## src/logic/ppm_pkg.sv

```systemverilog
// constants and carrier types of the port pin function multiplexer
// assumes one 20 MHz system clock; register bus with 8-bit address, 32-bit data
package ppm_pkg;

  // ----------------------------------------------------------------
  // widths
  // ----------------------------------------------------------------
  localparam int PIN_N = 7;
  localparam int ADDR_W = 8;
  localparam int DATA_W = 32;
  localparam int ST_W = 2;

  // ----------------------------------------------------------------
  // pin index inside every 7-bit pin vector
  // ----------------------------------------------------------------
  localparam int IDX_PORT_A_PIN_ZERO = 0;
  localparam int IDX_PORT_B_PIN_TWO = 1;
  localparam int IDX_PORT_B_PIN_THREE = 2;
  localparam int IDX_PORT_B_PIN_FOUR = 3;
  localparam int IDX_PORT_B_PIN_FIVE = 4;
  localparam int IDX_PORT_B_PIN_SIX = 5;
  localparam int IDX_PORT_B_PIN_SEVEN = 6;

  // ----------------------------------------------------------------
  // register byte offsets
  // ----------------------------------------------------------------
  localparam logic [ADDR_W-1:0] OFS_DATA = 8'h00;
  localparam logic [ADDR_W-1:0] OFS_DIR = 8'h04;
  localparam logic [ADDR_W-1:0] OFS_PULL_HIGH = 8'h08;
  localparam logic [ADDR_W-1:0] OFS_PULL_LOW = 8'h0c;
  localparam logic [ADDR_W-1:0] OFS_DIN_EN = 8'h10;
  localparam logic [ADDR_W-1:0] OFS_PIN_LEVEL = 8'h14;
  localparam logic [ADDR_W-1:0] OFS_ALT_GEN = 8'h18;
  localparam logic [ADDR_W-1:0] OFS_ALT_TMR = 8'h1c;
  localparam logic [ADDR_W-1:0] OFS_IRQ_CFG = 8'h20;
  localparam logic [ADDR_W-1:0] OFS_STATUS = 8'h24;
  localparam logic [ADDR_W-1:0] OFS_MASK = 8'h28;
  localparam logic [ADDR_W-1:0] OFS_STRAP = 8'h2c;

  // ----------------------------------------------------------------
  // field positions
  // ----------------------------------------------------------------
  localparam int FLD_COMP_LSB = 0;
  localparam int FLD_GEN_A_LSB = 8;
  localparam int FLD_GEN_B_LSB = 16;
  localparam int FLD_GEN_C_LSB = 24;
  localparam int FLD_TM3_LSB = 0;
  localparam int FLD_TM2_LSB = 8;
  localparam int FLD_EDGE_LSB = 0;
  localparam int ST_EXT_IRQ = 0;
  localparam int ST_WAKE = 1;

  // ----------------------------------------------------------------
  // pins on which each function exists
  // ----------------------------------------------------------------
  localparam logic [PIN_N-1:0] LEGAL_PULL_LOW = 7'h06;
  localparam logic [PIN_N-1:0] LEGAL_COMP = 7'h01;
  localparam logic [PIN_N-1:0] LEGAL_GEN_A = 7'h39;
  localparam logic [PIN_N-1:0] LEGAL_GEN_B = 7'h60;
  localparam logic [PIN_N-1:0] LEGAL_GEN_C = 7'h16;
  localparam logic [PIN_N-1:0] LEGAL_TM3 = 7'h70;
  localparam logic [PIN_N-1:0] LEGAL_TM2 = 7'h0a;

  // ----------------------------------------------------------------
  // reset values and timing
  // ----------------------------------------------------------------
  localparam logic [PIN_N-1:0] RST_PINS_ZERO = 7'h00;
  localparam logic [PIN_N-1:0] RST_DIN_EN = 7'h7f;
  localparam logic [ST_W-1:0] RST_STATUS = 2'h0;
  localparam logic [1:0] STRAP_SETTLE = 2'h2;

  // ----------------------------------------------------------------
  // types
  // ----------------------------------------------------------------
  typedef enum logic [1:0] {EDGE_BOTH, EDGE_RISE, EDGE_FALL} ppm_edge_t;

  typedef struct packed {
    logic comparator_out;
    logic gen_a_pwm_out;
    logic gen_b_pwm_out;
    logic gen_c_pwm_out;
    logic timer_two_pwm_out;
    logic timer_three_pwm_out;
  } ppm_alt_src_t;

  typedef struct packed {
    logic [ADDR_W-1:0] addr;
    logic [DATA_W-1:0] wdata;
    logic wr;
    logic rd;
  } ppm_bus_req_t;

endpackage

```

## src/logic/ppm_sync2.sv

```systemverilog
// two flip-flop synchroniser for levels from outside the clock domain
// assumes asynchronous active-high reset; first stage feeds only the second
`timescale 1ns/1ps
module ppm_sync2 #(
  parameter int W = 1
) (
  input wire logic i_clk,
  input wire logic i_rst,
  input wire logic [W-1:0] i_async,
  output logic [W-1:0] o_sync
);

  logic [W-1:0] meta_reg;

  always_ff @(posedge i_clk or posedge i_rst) begin
    if (i_rst) begin
      meta_reg <= '0;
      o_sync <= '0;
    end else begin
      meta_reg <= i_async;
      o_sync <= meta_reg;
    end
  end

endmodule

```

## src/logic/ppm_port_mux.sv

```systemverilog
// port pin function multiplexer: port a pin zero and port b pins two to seven
// assumes pads resolved outside; alternate sources come from logic on I_CLK_SYS
//
// What this block does
// - each pin: digital input or push-pull output
// - pull-low only on b two/three; pull-high everywhere
// - cleared input-enable blocks the pin read path
// - cleared input-enable blocks wake from power-down
// - a0 or b5 is ext irq zero, edge selectable
// - comparator output can drive pin a0
// - generator a routes to a0, b4, b5, b6
// - generator b routes to b6, b7
// - generator c routes to b2, b3, b5
// - timer three b5-b7, timer two b2, b4
// - irq pin choice fixed by strap option
`timescale 1ns/1ps
module ppm_port_mux
  import ppm_pkg::*;
(
  input wire logic I_CLK_SYS,
  input wire logic I_RST,
  input wire ppm_bus_req_t I_BUS_REQ,
  output logic [DATA_W-1:0] O_RDATA,
  input wire ppm_alt_src_t I_ALT_SRC,
  input wire logic I_SLEEP,
  input wire logic I_IRQ_PIN_STRAP,
  input wire logic [PIN_N-1:0] I_PAD_IN,
  output logic [PIN_N-1:0] O_PAD_OUT,
  output logic [PIN_N-1:0] O_PAD_OE_N,
  output logic [PIN_N-1:0] O_PULL_HIGH,
  output logic [PIN_N-1:0] O_PULL_LOW,
  output logic O_EXT_IRQ_LINE_ZERO,
  output logic O_WAKE_REQ,
  output logic O_IRQ
);

  // ----------------------------------------------------------------
  // declarations
  // ----------------------------------------------------------------
  logic [PIN_N-1:0] data_reg;
  logic [PIN_N-1:0] dir_reg;
  logic [PIN_N-1:0] din_en_reg;
  logic [PIN_N-1:0] comp_en_reg;
  logic [PIN_N-1:0] gen_a_en_reg;
  logic [PIN_N-1:0] gen_b_en_reg;
  logic [PIN_N-1:0] gen_c_en_reg;
  logic [PIN_N-1:0] tm3_en_reg;
  logic [PIN_N-1:0] tm2_en_reg;
  logic [1:0] edge_reg;
  logic [ST_W-1:0] status_reg;
  logic [ST_W-1:0] mask_reg;
  logic [PIN_N-1:0] pin_prev_reg;
  logic [1:0] settle_reg;
  logic strap_done_reg;
  logic strap_sel_reg;
  logic [ST_W-1:0] status_next;
  logic [DATA_W-1:0] rdata_next;
  logic [PIN_N:0] sync_q;
  logic [PIN_N-1:0] pin_sync;
  logic strap_sync;
  logic [PIN_N-1:0] pin_level;
  logic [PIN_N-1:0] rise_vec;
  logic [PIN_N-1:0] fall_vec;
  logic [PIN_N-1:0] alt_any;
  logic [PIN_N-1:0] alt_val;
  logic [PIN_N-1:0] pad_out_next;
  logic [PIN_N-1:0] pad_oe_n_next;
  logic sel_rise;
  logic sel_fall;
  logic ext_irq_ev;
  logic wake_ev;
  ppm_edge_t edge_mode;

  wire wr_data = I_BUS_REQ.wr && (I_BUS_REQ.addr == OFS_DATA);
  wire wr_dir = I_BUS_REQ.wr && (I_BUS_REQ.addr == OFS_DIR);
  wire wr_pull_high = I_BUS_REQ.wr && (I_BUS_REQ.addr == OFS_PULL_HIGH);
  wire wr_pull_low = I_BUS_REQ.wr && (I_BUS_REQ.addr == OFS_PULL_LOW);
  wire wr_din_en = I_BUS_REQ.wr && (I_BUS_REQ.addr == OFS_DIN_EN);
  wire wr_alt_gen = I_BUS_REQ.wr && (I_BUS_REQ.addr == OFS_ALT_GEN);
  wire wr_alt_tmr = I_BUS_REQ.wr && (I_BUS_REQ.addr == OFS_ALT_TMR);
  wire wr_irq_cfg = I_BUS_REQ.wr && (I_BUS_REQ.addr == OFS_IRQ_CFG);
  wire wr_status = I_BUS_REQ.wr && (I_BUS_REQ.addr == OFS_STATUS);
  wire wr_mask = I_BUS_REQ.wr && (I_BUS_REQ.addr == OFS_MASK);
  wire [PIN_N-1:0] wdata_pins = I_BUS_REQ.wdata[PIN_N-1:0];

  // ----------------------------------------------------------------
  // pad and strap synchronisers
  // ----------------------------------------------------------------
  ppm_sync2 #(
    .W(PIN_N + 1)
  ) u_sync (
    .i_clk(I_CLK_SYS),
    .i_rst(I_RST),
    .i_async({I_IRQ_PIN_STRAP, I_PAD_IN}),
    .o_sync(sync_q)
  );

  assign pin_sync = sync_q[PIN_N-1:0];
  assign strap_sync = sync_q[PIN_N];

  // ----------------------------------------------------------------
  // input path gating and edge detection
  // ----------------------------------------------------------------
  assign pin_level = pin_sync & din_en_reg;
  assign rise_vec = pin_sync & ~pin_prev_reg & din_en_reg;
  assign fall_vec = ~pin_sync & pin_prev_reg & din_en_reg;
  assign wake_ev = I_SLEEP && |(rise_vec | fall_vec);

  // irq pin picked by the captured strap, not by software
  assign sel_rise = strap_sel_reg ? rise_vec[IDX_PORT_B_PIN_FIVE] : rise_vec[IDX_PORT_A_PIN_ZERO];
  assign sel_fall = strap_sel_reg ? fall_vec[IDX_PORT_B_PIN_FIVE] : fall_vec[IDX_PORT_A_PIN_ZERO];
  assign edge_mode = ppm_edge_t'(edge_reg);

  always_comb begin
    case (edge_mode)
      EDGE_BOTH: ext_irq_ev = strap_done_reg && (sel_rise || sel_fall);
      EDGE_RISE: ext_irq_ev = strap_done_reg && sel_rise;
      EDGE_FALL: ext_irq_ev = strap_done_reg && sel_fall;
      default: ext_irq_ev = 1'b0;
    endcase
  end

  // ----------------------------------------------------------------
  // output multiplexer, one slice per pin
  // ----------------------------------------------------------------
  genvar gi;
  generate
    for (gi = 0; gi < PIN_N; gi++) begin : g_pin
      // comparator, gen a, gen b, gen c, timer three, timer two, then port data
      assign alt_any[gi] = comp_en_reg[gi] | gen_a_en_reg[gi] | gen_b_en_reg[gi] |
                           gen_c_en_reg[gi] | tm3_en_reg[gi] | tm2_en_reg[gi];
      assign alt_val[gi] = comp_en_reg[gi] ? I_ALT_SRC.comparator_out :
                           gen_a_en_reg[gi] ? I_ALT_SRC.gen_a_pwm_out :
                           gen_b_en_reg[gi] ? I_ALT_SRC.gen_b_pwm_out :
                           gen_c_en_reg[gi] ? I_ALT_SRC.gen_c_pwm_out :
                           tm3_en_reg[gi] ? I_ALT_SRC.timer_three_pwm_out :
                           I_ALT_SRC.timer_two_pwm_out;
      assign pad_out_next[gi] = alt_any[gi] ? alt_val[gi] : data_reg[gi];
      assign pad_oe_n_next[gi] = ~(alt_any[gi] | dir_reg[gi]);
    end
  endgenerate

  // ----------------------------------------------------------------
  // status and read data
  // ----------------------------------------------------------------
  // a new event wins over a clear in the same cycle
  assign status_next = (status_reg & ~(wr_status ? I_BUS_REQ.wdata[ST_W-1:0] : RST_STATUS)) |
                       {wake_ev, ext_irq_ev};

  always_comb begin
    rdata_next = '0;
    if (I_BUS_REQ.rd) begin
      case (I_BUS_REQ.addr)
        OFS_DATA: rdata_next[PIN_N-1:0] = data_reg;
        OFS_DIR: rdata_next[PIN_N-1:0] = dir_reg;
        OFS_PULL_HIGH: rdata_next[PIN_N-1:0] = O_PULL_HIGH;
        OFS_PULL_LOW: rdata_next[PIN_N-1:0] = O_PULL_LOW;
        OFS_DIN_EN: rdata_next[PIN_N-1:0] = din_en_reg;
        OFS_PIN_LEVEL: rdata_next[PIN_N-1:0] = pin_level;
        OFS_ALT_GEN: begin
          rdata_next[FLD_COMP_LSB +: PIN_N] = comp_en_reg;
          rdata_next[FLD_GEN_A_LSB +: PIN_N] = gen_a_en_reg;
          rdata_next[FLD_GEN_B_LSB +: PIN_N] = gen_b_en_reg;
          rdata_next[FLD_GEN_C_LSB +: PIN_N] = gen_c_en_reg;
        end
        OFS_ALT_TMR: begin
          rdata_next[FLD_TM3_LSB +: PIN_N] = tm3_en_reg;
          rdata_next[FLD_TM2_LSB +: PIN_N] = tm2_en_reg;
        end
        OFS_IRQ_CFG: rdata_next[FLD_EDGE_LSB +: 2] = edge_reg;
        OFS_STATUS: rdata_next[ST_W-1:0] = status_reg;
        OFS_MASK: rdata_next[ST_W-1:0] = mask_reg;
        OFS_STRAP: rdata_next[1:0] = {strap_done_reg, strap_sel_reg};
        default: rdata_next = '0;
      endcase
    end
  end

  // ----------------------------------------------------------------
  // software registers
  // ----------------------------------------------------------------
  always_ff @(posedge I_CLK_SYS or posedge I_RST) begin
    if (I_RST) begin
      data_reg <= RST_PINS_ZERO;
      dir_reg <= RST_PINS_ZERO;
      din_en_reg <= RST_DIN_EN;
      edge_reg <= 2'h0;
      mask_reg <= RST_STATUS;
    end else begin
      if (wr_data) data_reg <= wdata_pins;
      if (wr_dir) dir_reg <= wdata_pins;
      if (wr_din_en) din_en_reg <= wdata_pins;
      if (wr_irq_cfg) edge_reg <= I_BUS_REQ.wdata[FLD_EDGE_LSB +: 2];
      if (wr_mask) mask_reg <= I_BUS_REQ.wdata[ST_W-1:0];
    end
  end

  // pull-high and pull-low never both on one pin
  always_ff @(posedge I_CLK_SYS or posedge I_RST) begin
    if (I_RST) begin
      O_PULL_HIGH <= RST_PINS_ZERO;
      O_PULL_LOW <= RST_PINS_ZERO;
    end else if (wr_pull_high) begin
      O_PULL_HIGH <= wdata_pins;
      O_PULL_LOW <= O_PULL_LOW & ~wdata_pins;
    end else if (wr_pull_low) begin
      O_PULL_LOW <= wdata_pins & LEGAL_PULL_LOW & ~O_PULL_HIGH;
    end
  end

  // enables only stick on pins where the function exists
  always_ff @(posedge I_CLK_SYS or posedge I_RST) begin
    if (I_RST) begin
      comp_en_reg <= RST_PINS_ZERO;
      gen_a_en_reg <= RST_PINS_ZERO;
      gen_b_en_reg <= RST_PINS_ZERO;
      gen_c_en_reg <= RST_PINS_ZERO;
      tm3_en_reg <= RST_PINS_ZERO;
      tm2_en_reg <= RST_PINS_ZERO;
    end else begin
      if (wr_alt_gen) begin
        comp_en_reg <= I_BUS_REQ.wdata[FLD_COMP_LSB +: PIN_N] & LEGAL_COMP;
        gen_a_en_reg <= I_BUS_REQ.wdata[FLD_GEN_A_LSB +: PIN_N] & LEGAL_GEN_A;
        gen_b_en_reg <= I_BUS_REQ.wdata[FLD_GEN_B_LSB +: PIN_N] & LEGAL_GEN_B;
        gen_c_en_reg <= I_BUS_REQ.wdata[FLD_GEN_C_LSB +: PIN_N] & LEGAL_GEN_C;
      end
      if (wr_alt_tmr) begin
        tm3_en_reg <= I_BUS_REQ.wdata[FLD_TM3_LSB +: PIN_N] & LEGAL_TM3;
        tm2_en_reg <= I_BUS_REQ.wdata[FLD_TM2_LSB +: PIN_N] & LEGAL_TM2;
      end
    end
  end

  // ----------------------------------------------------------------
  // strap capture after reset release
  // ----------------------------------------------------------------
  always_ff @(posedge I_CLK_SYS or posedge I_RST) begin
    if (I_RST) begin
      settle_reg <= 2'h0;
      strap_done_reg <= 1'b0;
      strap_sel_reg <= 1'b0;
    end else if (!strap_done_reg) begin
      if (settle_reg == STRAP_SETTLE) begin
        strap_sel_reg <= strap_sync;
        strap_done_reg <= 1'b1;
      end else begin
        settle_reg <= settle_reg + 2'h1;
      end
    end
  end

  // ----------------------------------------------------------------
  // pads, events and outputs
  // ----------------------------------------------------------------
  always_ff @(posedge I_CLK_SYS or posedge I_RST) begin
    if (I_RST) begin
      pin_prev_reg <= RST_PINS_ZERO;
      status_reg <= RST_STATUS;
      O_PAD_OUT <= RST_PINS_ZERO;
      O_PAD_OE_N <= RST_DIN_EN;
      O_RDATA <= '0;
      O_EXT_IRQ_LINE_ZERO <= 1'b0;
      O_WAKE_REQ <= 1'b0;
      O_IRQ <= 1'b0;
    end else begin
      pin_prev_reg <= pin_sync;
      status_reg <= status_next;
      O_PAD_OUT <= pad_out_next;
      O_PAD_OE_N <= pad_oe_n_next;
      O_RDATA <= rdata_next;
      O_EXT_IRQ_LINE_ZERO <= ext_irq_ev;
      O_WAKE_REQ <= wake_ev;
      O_IRQ <= |(status_next & mask_reg);
    end
  end
endmodule

```

## config.mk

```make
export PLATFORM = sky130hd
export DESIGN_NAME = ppm_port_mux
export DESIGN_NICKNAME = d
export VERILOG_FILES = /design/src/logic/ppm_pkg.sv /design/src/logic/ppm_sync2.sv /design/src/logic/ppm_port_mux.sv
export SDC_FILE = /design/constraint.sdc
export NUM_CORES = 1
export LEC_CHECK = 0
export BUFFER_PORTS_ARGS = -buffer_cell sky130_fd_sc_hd__buf_2
export CAP_MARGIN = 25
export CORE_MARGIN = 2
export CORE_UTILIZATION = 28
export CTS_CLUSTER_DIAMETER = 40
export DETAILED_ROUTE_END_ITERATION = 7
export GPL_TIMING_DRIVEN = 0
export SKIP_CTS_REPAIR_TIMING = 1
export SLEW_MARGIN = 15
export SYNTH_ARGS = -nofsm -noshare
export SYNTH_HDL_FRONTEND = slang
export SYNTH_SLANG_ARGS = --single-unit
```

## constraint.sdc

```tcl
create_clock -name I_CLK_SYS -period 3.45 [get_ports I_CLK_SYS]
set_input_delay 0.69 -clock I_CLK_SYS [delete_from_list [all_inputs] [get_ports I_CLK_SYS]]
set_output_delay 0.69 -clock I_CLK_SYS [all_outputs]
set_load 0.1 [all_outputs]
```

==> results of run 1 <==
power by group through the flow:
stage	sequential (mW)	clock, mW	combinational (mW)
floorplan	1.71	0	0.205
global placement	1.52	0	0.508
detailed placement	1.52	0	0.522
CTS	1.50	2.01	0.523
global route	1.50	2.07	0.547
finish	1.50	1.96	0.520
critical path: stages:
cell,delay [ps]
sky130_fd_sc_hd__buf_2,110
sky130_fd_sc_hd__buf_4,190
sky130_fd_sc_hd__nor3_1,400
sky130_fd_sc_hd__and2_1,260
sky130_fd_sc_hd__nand3_1,360
sky130_fd_sc_hd__mux2_2,410
per-layer routing:
metal	GRT usage (%)	vias to the layer above
li1	-	1589
met1	18.6	1712
met2	21.5	118
met3	4.67	9
met4	4.31	0
met5	0	-
per-stage QoR:
step	power, mW	setup WS, ps
2_1_floorplan	1.92	1340
4_1_cts	4.03	1370
5_1_grt	4.12	1240
3_3_place_gp	2.03	648
3_5_place_dp	2.04	944
6_report	3.97	1320
logic make-up after synthesis:
group                      synth area share, %
buffers and inverters                     4.27
and+or+nand+nor                           11.7
adders and majority gates                0.999
xor gates and xnor gates                  1.40
muxes                                     15.9
DFF                                       58.8
other                                   0.0749
AOI/OAI and AO/OA                         6.85
final timing paths:
kind | startpoint | end | depth (start not counted)
worst max-delay path | I_BUS_REQ[37] | dir_reg[5] | 6
worst min-delay path | I_RST | u_sync.o_sync[7] | 2
worst max register to register | u_sync.o_sync[4] | O_IRQ | 5
worst min register to register | u_sync.meta_reg[7] | u_sync.o_sync[7] | 0
max in group asynchronous | I_RST | din_en_reg[2] | 4
min in group I_CLK_SYS | u_sync.meta_reg[7] | u_sync.o_sync[7] | 0
layout make-up:
type                    instances  area [sq um]
clock buffers                  18           439
repair buffers                 93           510
flip-flops and latches        117          2950
inverters                      11          45.0
well taps                     225           282
clock inverters                14           224
multi-input cells             247          1900
fillers                      1715         10900
plain buffers                  24           173
layout by cell type (no fill, tap or decap), drive strengths merged, types with 7 or more instances in the layout:
master,Yosys,final
xor2,7,7
o21ai,16,16
inv,11,13
dfrtp,103,103
clkbuf,2,20
dfstp,14,14
mux2,51,51
nor2,22,22
and2,12,12
mux2i,13,13
buf,22,115
nand2,19,19
conb,1,15
a21oi,9,9
nand3,14,14
nor3,8,8
==> flow_results.xml, run 1 <==
<?xml version="1.0" encoding="UTF-8"?>
<metrics>
  <group name="run_status">
    <metric name="result_of_the_run" unit="">complete, no violations</metric>
  </group>
  <group name="route">
    <metric name="routed_via_density" unit="">4.58</metric>
    <metric name="vias" unit="">3428</metric>
    <metric name="final_antenna_net_count" unit="">0</metric>
    <metric name="met1_length" unit="um">5660</metric>
    <metric name="route.final.wire_length" unit="um">12900</metric>
    <metric name="met3WireLength" unit="um">989</metric>
    <metric name="top_layer" unit="">met4</metric>
    <metric name="routed_wire_length_per_instance" unit="um">17.2</metric>
    <metric name="drc" unit="">0</metric>
    <metric name="drt_first_iter_violations" unit="">236</metric>
    <metric name="met2_length" unit="um">6120</metric>
    <metric name="detail_route.first_pass.iterations" unit="">4</metric>
  </group>
  <group name="power_and_ir_drop">
    <metric name="comb_power_share" unit="%">13.1</metric>
    <metric name="static-leakage-power" unit="nW">3.13</metric>
    <metric name="max-vdd-ir-drop" unit="mV">0.329</metric>
    <metric name="cellPowerDensity" unit="nW/um^2">610</metric>
    <metric name="power.share.sequential" unit="%">37.7</metric>
    <metric name="power_switching" unit="mW">1.10</metric>
    <metric name="internal-power" unit="mW">2.88</metric>
    <metric name="power_frac_clock" unit="%">49.3</metric>
    <metric name="switching_share" unit="%">27.6</metric>
  </group>
  <group name="place">
    <metric name="placement.cell_area" unit="sq um">5860</metric>
    <metric name="gpl.final_weighted_congestion" unit="">0.862</metric>
    <metric name="detailedPlacementHpwl" unit="um">9700</metric>
    <metric name="io_buffer_count" unit="">90</metric>
    <metric name="post-place-cells" unit="">717</metric>
  </group>
  <group name="yosys">
    <metric name="synth_ff_type" unit="">sky130_fd_sc_hd__dfrtp_1</metric>
    <metric name="synth_top_cell_by_area" unit="">sky130_fd_sc_hd__dfrtp_1</metric>
    <metric name="post-synth-top-count-cell" unit="">sky130_fd_sc_hd__dfrtp_1</metric>
    <metric name="netlist-cell-type-count" unit="">52</metric>
    <metric name="syn_inst" unit="">385</metric>
    <metric name="synth_edf_count" unit="">0</metric>
    <metric name="synth-async-reset-ratio" unit="%">100</metric>
    <metric name="average_cell_area_after_synthesis" unit="sq um">13.0</metric>
    <metric name="synth_top_cell_area_share" unit="%">51.5</metric>
    <metric name="synth.yosys.seq_area_share" unit="%">58.8</metric>
    <metric name="synth.cells.most_frequent" unit="">sky130_fd_sc_hd__dfrtp_1 (103), sky130_fd_sc_hd__mux2_2 (51), sky130_fd_sc_hd__nor2_1 (22)</metric>
    <metric name="synth_seq_cells" unit="">117</metric>
    <metric name="synth_top_area_cells" unit="">sky130_fd_sc_hd__dfrtp_1 (51%), sky130_fd_sc_hd__mux2_2 (11%), sky130_fd_sc_hd__dfstp_2 (7.3%)</metric>
    <metric name="netlist_area" unit="sq um">5010</metric>
    <metric name="yosysWarnings" unit="">0</metric>
  </group>
  <group name="timing">
    <metric name="worst_hold_slack" unit="ps">286</metric>
    <metric name="timing.final.hold_violations" unit="">0</metric>
    <metric name="worst_slew_pin_slew" unit="ps">783</metric>
    <metric name="finalMaxSlewViolations" unit="">0</metric>
    <metric name="setup_tns" unit="ps">0</metric>
    <metric name="timing.fmax" unit="MHz">469</metric>
    <metric name="rsz0062_at_grt" unit="">false</metric>
    <metric name="setup_viol_count_final" unit="">0</metric>
    <metric name="clock_skew" unit="ps">4.94</metric>
    <metric name="maxSlewHeadroom" unit="%">47.4</metric>
    <metric name="final.min_clock_period" unit="ps">2130</metric>
    <metric name="layout_worst_path_cycle_share" unit="%">61.7</metric>
  </group>
  <group name="critical_path">
    <metric name="arrival" unit="ps">2420</metric>
    <metric name="crit_fanout" unit="">10</metric>
    <metric name="critical_path.startpoint_type" unit="">input port</metric>
    <metric name="crit_path_end_kind" unit="">flip-flop</metric>
    <metric name="reg2reg_slack" unit="ps">1790</metric>
    <metric name="worstSetupPathType" unit="">input port to flip-flop</metric>
    <metric name="worstPathRequired" unit="ps">3740</metric>
  </group>
  <group name="cts">
    <metric name="clock_sink_count" unit="">117</metric>
    <metric name="cts-root-to-sink-buffers" unit="">2</metric>
    <metric name="clkLatencyLatePin" unit="ps">410</metric>
    <metric name="numCtsBuffers" unit="">17</metric>
    <metric name="cts_tree" unit="">done</metric>
    <metric name="cts.reportedPaths.clkPinSlew" unit="ps">60</metric>
    <metric name="clock-root-buffer" unit="">sky130_fd_sc_hd__clkbuf_16</metric>
    <metric name="cts_htree_levels" unit="">4</metric>
  </group>
  <group name="finish">
    <metric name="design_area" unit="sq um">6520</metric>
    <metric name="final_non_filler_cell_total" unit="">749</metric>
    <metric name="post_route_cells_drive_above_1_share" unit="%">43.3</metric>
    <metric name="largest_register_ffs" unit="">17</metric>
    <metric name="antenna-diode-count" unit="">0</metric>
    <metric name="num-nets-final" unit="">574</metric>
    <metric name="fin_util" unit="%">37.4</metric>
    <metric name="layout-area-overhead-vs-synth" unit="%">30.2</metric>
  </group>
  <group name="global_routing">
    <metric name="grt_pass1_vias" unit="">3523</metric>
    <metric name="grt-ovfl-total" unit="">0</metric>
    <metric name="grt_use_total" unit="%">14.0</metric>
    <metric name="grt_pass1_wl" unit="um">19400</metric>
    <metric name="grt_antenna_before_repair" unit="">0</metric>
    <metric name="grt_max_degree" unit="">37</metric>
  </group>
  <group name="die">
    <metric name="fp.coreArea" unit="sq um">17400</metric>
    <metric name="num_io_pins" unit="">122</metric>
    <metric name="die_h" unit="um">138</metric>
    <metric name="start_util" unit="%">28.8</metric>
    <metric name="fp.dieArea" unit="sq um">19000</metric>
    <metric name="row_count" unit="">48</metric>
    <metric name="floorplan.die.width" unit="um">138</metric>
  </group>
  <group name="min_path">
    <metric name="hold_path.class" unit="">input port to asynchronous set/reset pin</metric>
  </group>
  <group name="flow_run">
    <metric name="timing.max_cap.violations" unit="">0</metric>
  </group>
</metrics>
(Power assumes the default switching activity.)
==> run 2, diff against run 1 <==
==> constraint.sdc (replaced) <==
create_clock -name I_CLK_SYS -period 1.85 [get_ports I_CLK_SYS]
set_input_delay 0.37 -clock I_CLK_SYS [delete_from_list [all_inputs] [get_ports I_CLK_SYS]]
set_output_delay 0.37 -clock I_CLK_SYS [all_outputs]
set_load 0.1 [all_outputs]
==> flow_results.xml, run 2 (synthesis results as in run 1) <==
<?xml version="1.0" encoding="UTF-8"?>
<metrics>
  <group name="finish">
    <metric name="largest_register_ffs" unit="">17</metric>
    <metric name="num-nets-final" unit="">575</metric>
    <metric name="layout-area-overhead-vs-synth" unit="%">30.5</metric>
    <metric name="n_fill_cell" unit="">1714</metric>
    <metric name="antenna-diode-count" unit="">0</metric>
    <metric name="multi_input_area" unit="sq um">1910</metric>
    <metric name="post_route_cells_drive_above_1_share" unit="%">43.4</metric>
    <metric name="seqCellArea" unit="sq um">2950</metric>
    <metric name="final_common_cell" unit="">sky130_fd_sc_hd__dfrtp_1</metric>
    <metric name="highest_count_cells_in_the_layout_ignoring_fill_and_taps" unit="">sky130_fd_sc_hd__dfrtp_1 (103), sky130_fd_sc_hd__buf_2 (93), sky130_fd_sc_hd__mux2_2 (51), sky130_fd_sc_hd__nor2_1 (22), sky130_fd_sc_hd__nand2_1 (19)</metric>
    <metric name="final_non_filler_cell_total" unit="">750</metric>
    <metric name="fin_util" unit="%">37.5</metric>
    <metric name="design_area" unit="sq um">6540</metric>
  </group>
  <group name="die">
    <metric name="floorplan.die.width" unit="um">138</metric>
    <metric name="fp.coreArea" unit="sq um">17400</metric>
    <metric name="start_util" unit="%">28.8</metric>
    <metric name="row_count" unit="">48</metric>
    <metric name="num_io_pins" unit="">122</metric>
    <metric name="die_h" unit="um">138</metric>
    <metric name="fp.dieArea" unit="sq um">19000</metric>
  </group>
  <group name="cts">
    <metric name="cts_tree" unit="">done</metric>
    <metric name="numCtsBuffers" unit="">17</metric>
    <metric name="cts.reportedPaths.clkPinSlew" unit="ps">60</metric>
    <metric name="clock_sink_count" unit="">117</metric>
    <metric name="cts_htree_levels" unit="">4</metric>
    <metric name="clkLatencyLatePin" unit="ps">410</metric>
    <metric name="cts-root-to-sink-buffers" unit="">2</metric>
    <metric name="clock-root-buffer" unit="">sky130_fd_sc_hd__clkbuf_16</metric>
  </group>
  <group name="timing">
    <metric name="setup_tns" unit="ps">0</metric>
    <metric name="layout_worst_path_cycle_share" unit="%">93.5</metric>
    <metric name="worst_slew_pin_slew" unit="ps">727</metric>
    <metric name="worst_hold_slack" unit="ps">62.3</metric>
    <metric name="timing.final.hold_violations" unit="">0</metric>
    <metric name="rsz0062_at_grt" unit="">false</metric>
    <metric name="timing.fmax" unit="MHz">578</metric>
    <metric name="setup_viol_count_final" unit="">0</metric>
    <metric name="finalMaxSlewViolations" unit="">0</metric>
    <metric name="maxSlewHeadroom" unit="%">51.1</metric>
    <metric name="final_critical_path_setup_slack" unit="ps">121</metric>
    <metric name="final.min_clock_period" unit="ps">1730</metric>
    <metric name="clock_skew" unit="ps">5.66</metric>
  </group>
  <group name="place">
    <metric name="gpl.final_weighted_congestion" unit="">0.862</metric>
    <metric name="pre_cts_slack" unit="ps">-336</metric>
    <metric name="placement.cell_area" unit="sq um">5860</metric>
    <metric name="io_buffer_count" unit="">90</metric>
    <metric name="post-place-cells" unit="">717</metric>
    <metric name="detailedPlacementHpwl" unit="um">9700</metric>
  </group>
  <group name="flow_run">
    <metric name="timing.max_cap.violations" unit="">0</metric>
  </group>
  <group name="critical_path">
    <metric name="reg2reg_slack" unit="ps">190</metric>
    <metric name="cp_top_family" unit="">flip-flops</metric>
    <metric name="reg2reg_depth" unit="">5</metric>
    <metric name="critical_path_buf_inv_count" unit="">1</metric>
    <metric name="critical-path-slowest-cell" unit="">sky130_fd_sc_hd__dfstp_2</metric>
    <metric name="worstPathRequired" unit="ps">1480</metric>
    <metric name="worst_reg2reg_path_startpoint" unit="">u_sync.o_sync[4]</metric>
    <metric name="critical_path.startpoint_type" unit="">flip-flop</metric>
    <metric name="cp_cell_sequence" unit="">buf_2</metric>
    <metric name="crit_path_end_kind" unit="">output port</metric>
    <metric name="worstSetupPathType" unit="">flip-flop to output port</metric>
    <metric name="worst_r2r_endpoint" unit="">O_IRQ</metric>
    <metric name="crit_fanout" unit="">1</metric>
    <metric name="arrival" unit="ps">1360</metric>
    <metric name="critical_path.max_stage_delay" unit="ps">520</metric>
  </group>
  <group name="min_path">
    <metric name="timing.hold.worst.start" unit="">I_PAD_IN[0]</metric>
    <metric name="holdPathEnd" unit="">u_sync.meta_reg[0]</metric>
    <metric name="hold_path_depth" unit="">1</metric>
    <metric name="hold_path.class" unit="">input port to flip-flop</metric>
  </group>
  <group name="power_and_ir_drop">
    <metric name="static-leakage-power" unit="nW">3.14</metric>
    <metric name="total_power_consumption" unit="mW">7.42</metric>
    <metric name="cellPowerDensity" unit="nW/um^2">1140</metric>
    <metric name="max-vdd-ir-drop" unit="mV">0.614</metric>
  </group>
  <group name="route">
    <metric name="routed_wire_length_per_instance" unit="um">17.1</metric>
    <metric name="final_antenna_net_count" unit="">0</metric>
    <metric name="drc" unit="">0</metric>
    <metric name="detail_route.first_pass.iterations" unit="">4</metric>
    <metric name="vias" unit="">3425</metric>
    <metric name="routed_via_density" unit="">4.57</metric>
    <metric name="drt_first_iter_violations" unit="">182</metric>
    <metric name="route.final.wire_length" unit="um">12800</metric>
  </group>
  <group name="global_routing">
    <metric name="grt_pass1_wl" unit="um">19400</metric>
    <metric name="grt_antenna_before_repair" unit="">0</metric>
    <metric name="grt_pass1_vias" unit="">3523</metric>
    <metric name="grt_max_degree" unit="">37</metric>
    <metric name="grt-ovfl-total" unit="">0</metric>
    <metric name="grt_use_total" unit="%">14.0</metric>
  </group>
  <group name="run_status">
    <metric name="result_of_the_run" unit="">complete, no violations</metric>
  </group>
</metrics>
-- run 2: changes by cell type in the layout (fill, tap and decap cells not counted), sizes merged --
cell,previous run,this run
dlygate4sd3,0,1
-- run 2: area by class of cell --
cell class / count / share of cell area (%)
flip-flops and latches: 117 / 45.1
multi-input cells: 247 / 29.2
repair buffers: 94 / 7.96
clock buffers: 18 / 6.72
well taps: 225 / 4.31
clock inverters: 14 / 3.43
plain buffers: 24 / 2.64
inverters: 11 / 0.689
-- run 2: worst max-delay path by stage --
stage | end | startpoint | depth (start not counted) | slack (ps)
finish | O_PAD_OE_N[5] | O_PAD_OE_N[5] | 1 | 120
global route | O_PAD_OE_N[5] | O_PAD_OE_N[5] | 1 | 90
CTS | O_PAD_OE_N[5] | O_PAD_OE_N[5] | 1 | 90
floorplan | O_EXT_IRQ_LINE_ZERO | I_RST | 1 | 60
detailed placement | dir_reg[5] | I_BUS_REQ[37] | 6 | -340
global placement | O_PAD_OUT[2] | I_RST | 2 | -630
-- run 2: metal layers --
layer  GRT usage [%]  wire length [um]  vias up
li1                -                 -     1594
met2            21.5              6140      109
met3            4.67               899       10
met1            18.6              5650     1712
met4            4.31               126        0
met5               0                 0        -
-- run 2: where the power goes --
part	internal, mW	leakage, nW	switching (mW)
logic	0.221	1.33	0.749
registers	2.71	1.50	0.0861
clock network	2.44	0.310	1.22
total	5.37	3.14	2.05
==> run 3, diff against run 2 <==
--- a/config.mk
+++ b/config.mk
@@ -11,9 +11,7 @@
 export CORE_UTILIZATION = 28
 export CTS_CLUSTER_DIAMETER = 40
 export DETAILED_ROUTE_END_ITERATION = 7
-export GPL_TIMING_DRIVEN = 0
 export SKIP_CTS_REPAIR_TIMING = 1
-export SLEW_MARGIN = 15
 export SYNTH_ARGS = -nofsm -noshare
 export SYNTH_HDL_FRONTEND = slang
 export SYNTH_SLANG_ARGS = --single-unit
==> flow_results.xml, run 3 (synthesis results as in run 1) <==
<?xml version="1.0" encoding="UTF-8"?>
<metrics>
  <group name="critical_path">
    <metric name="cp_top_family" unit="">flip-flops</metric>
    <metric name="critical_path.max_stage_delay" unit="ps">520</metric>
    <metric name="worstPathRequired" unit="ps">1480</metric>
    <metric name="critical_path.startpoint_type" unit="">flip-flop</metric>
    <metric name="critical_path_buf_inv_count" unit="">1</metric>
    <metric name="arrival" unit="ps">1350</metric>
    <metric name="cp_cell_sequence" unit="">buf_2</metric>
    <metric name="crit_path_end_kind" unit="">output port</metric>
    <metric name="crit_fanout" unit="">1</metric>
    <metric name="worstSetupPathType" unit="">flip-flop to output port</metric>
    <metric name="critical-path-slowest-cell" unit="">sky130_fd_sc_hd__dfstp_2</metric>
  </group>
  <group name="global_routing">
    <metric name="grt-ovfl-total" unit="">0</metric>
    <metric name="grt_pass1_wl" unit="um">20100</metric>
    <metric name="grt_antenna_before_repair" unit="">0</metric>
    <metric name="grt_max_degree" unit="">41</metric>
    <metric name="grt_use_total" unit="%">14.3</metric>
    <metric name="grt_pass1_vias" unit="">3618</metric>
  </group>
  <group name="run_status">
    <metric name="failing_checks" unit="">hold timing</metric>
    <metric name="result_of_the_run" unit="">complete, but fails checks</metric>
  </group>
  <group name="finish">
    <metric name="final_non_filler_cell_total" unit="">747</metric>
    <metric name="highest_count_cells_in_the_layout_ignoring_fill_and_taps" unit="">sky130_fd_sc_hd__dfrtp_1 (103), sky130_fd_sc_hd__buf_2 (91), sky130_fd_sc_hd__mux2_2 (51), sky130_fd_sc_hd__nor2_1 (22), sky130_fd_sc_hd__buf_4 (20)</metric>
    <metric name="layout-area-overhead-vs-synth" unit="%">29.6</metric>
    <metric name="n_fill_cell" unit="">1740</metric>
    <metric name="design_area" unit="sq um">6490</metric>
    <metric name="largest_register_ffs" unit="">17</metric>
    <metric name="final_common_cell" unit="">sky130_fd_sc_hd__dfrtp_1</metric>
    <metric name="post_route_cells_drive_above_1_share" unit="%">43.3</metric>
    <metric name="num-nets-final" unit="">572</metric>
    <metric name="antenna-diode-count" unit="">0</metric>
  </group>
  <group name="timing">
    <metric name="final.min_clock_period" unit="ps">1720</metric>
    <metric name="timing.final.hold_violations" unit="">14</metric>
    <metric name="worst_hold_slack" unit="ps">-7.29</metric>
    <metric name="clock_skew" unit="ps">10.5</metric>
    <metric name="worst_slew_pin_slew" unit="ps">513</metric>
    <metric name="rsz0062_at_grt" unit="">false</metric>
    <metric name="maxSlewHeadroom" unit="%">65.7</metric>
    <metric name="setup_tns" unit="ps">0</metric>
    <metric name="timing.fmax" unit="MHz">583</metric>
    <metric name="setup_viol_count_final" unit="">0</metric>
    <metric name="finalMaxSlewViolations" unit="">0</metric>
    <metric name="layout_worst_path_cycle_share" unit="%">92.7</metric>
  </group>
  <group name="cts">
    <metric name="clkLatencyLatePin" unit="ps">410</metric>
    <metric name="clock_sink_count" unit="">117</metric>
    <metric name="cts.reportedPaths.clkPinSlew" unit="ps">60</metric>
    <metric name="clock-root-buffer" unit="">sky130_fd_sc_hd__clkbuf_16</metric>
    <metric name="numCtsBuffers" unit="">17</metric>
    <metric name="cts-root-to-sink-buffers" unit="">2</metric>
    <metric name="cts_tree" unit="">done</metric>
    <metric name="cts_htree_levels" unit="">4</metric>
  </group>
  <group name="route">
    <metric name="drt_first_iter_violations" unit="">143</metric>
    <metric name="detail_route.first_pass.iterations" unit="">4</metric>
    <metric name="routed_wire_length_per_instance" unit="um">17.2</metric>
    <metric name="routed_via_density" unit="">4.65</metric>
    <metric name="final_antenna_net_count" unit="">0</metric>
    <metric name="drc" unit="">0</metric>
    <metric name="vias" unit="">3475</metric>
    <metric name="route.final.wire_length" unit="um">12800</metric>
  </group>
  <group name="power_and_ir_drop">
    <metric name="max-vdd-ir-drop" unit="mV">0.597</metric>
    <metric name="cellPowerDensity" unit="nW/um^2">1110</metric>
    <metric name="static-leakage-power" unit="nW">3.12</metric>
  </group>
  <group name="place">
    <metric name="gpl.final_weighted_congestion" unit="">0.850</metric>
    <metric name="io_buffer_count" unit="">91</metric>
    <metric name="detailedPlacementHpwl" unit="um">9710</metric>
    <metric name="placement.cell_area" unit="sq um">5860</metric>
    <metric name="post-place-cells" unit="">715</metric>
  </group>
  <group name="min_path">
    <metric name="hold_path.class" unit="">input port to asynchronous set/reset pin</metric>
  </group>
  <group name="die">
    <metric name="die_h" unit="um">138</metric>
    <metric name="start_util" unit="%">28.8</metric>
    <metric name="row_count" unit="">48</metric>
    <metric name="floorplan.die.width" unit="um">138</metric>
    <metric name="num_io_pins" unit="">122</metric>
    <metric name="fp.coreArea" unit="sq um">17400</metric>
    <metric name="fp.dieArea" unit="sq um">19000</metric>
  </group>
  <group name="flow_run">
    <metric name="timing.max_cap.violations" unit="">0</metric>
  </group>
</metrics>
-- run 3: per-layer routing --
layer	global-route usage [%]	share of wire, %
met1	19.4	46
met2	21.7	47
met3	4.49	5.9
met4	4.76	1.6
met5	0	0
-- run 3: report_power, final --
part | switching, mW | total [mW] | internal, mW
sequential | 0.0879 | 2.79 | 2.71
combinational | 0.751 | 0.965 | 0.214
clock | 1.20 | 3.47 | 2.27
-- run 3: worst register-to-register path: cells and delay by family (launching register included) --
| kind | cells | cell delay (ps) |
|---|---|---|
| AOI/OAI and AO/OA | 4 | 1000 |
| xor gates and xnor gates | 1 | 160 |
| DFF | 1 | 430 |
-- run 3: worst paths after layout --
| check | depth (start not counted) | end | slack [ps] | from |
|---|---|---|---|---|
| worst max register to register | 5 | O_IRQ | 140 | u_sync.o_sync[4] |
| max in group asynchronous | 3 | O_PAD_OE_N[4] | 1220 | I_RST |
| worst min-delay path | 2 | u_sync.meta_reg[7] | -7 | I_RST |
| min in group I_CLK_SYS | 1 | u_sync.meta_reg[0] | 60 | I_PAD_IN[0] |
| worst min register to register | 0 | u_sync.o_sync[2] | 350 | u_sync.meta_reg[2] |
| worst max-delay path | 1 | O_PAD_OE_N[5] | 130 | O_PAD_OE_N[5] |
-- run 3: area by class of cell --
type	instances	area (sq um)	area share, %
inverter	11	45.0	0.694
clock buffer	18	429	6.61
tap	225	282	4.34
clock inverter	14	200	3.09
sequential	117	2950	45.4
timing repair buffer	115	686	10.6
multi-input combinational	247	1900	29.3
-- run 3: per-stage QoR --
stage / worst slack, ps / total power [mW] / util (%)
floorplan: 64.0 / 3.57 / -
global placement: 39.1 / 3.79 / 33.6
detailed placement: 21.5 / 3.81 / 33.6
CTS: 118 / 7.31 / 37.3
global route: 67.6 / 7.49 / 37.3
finish: 134 / 7.23 / 37.3
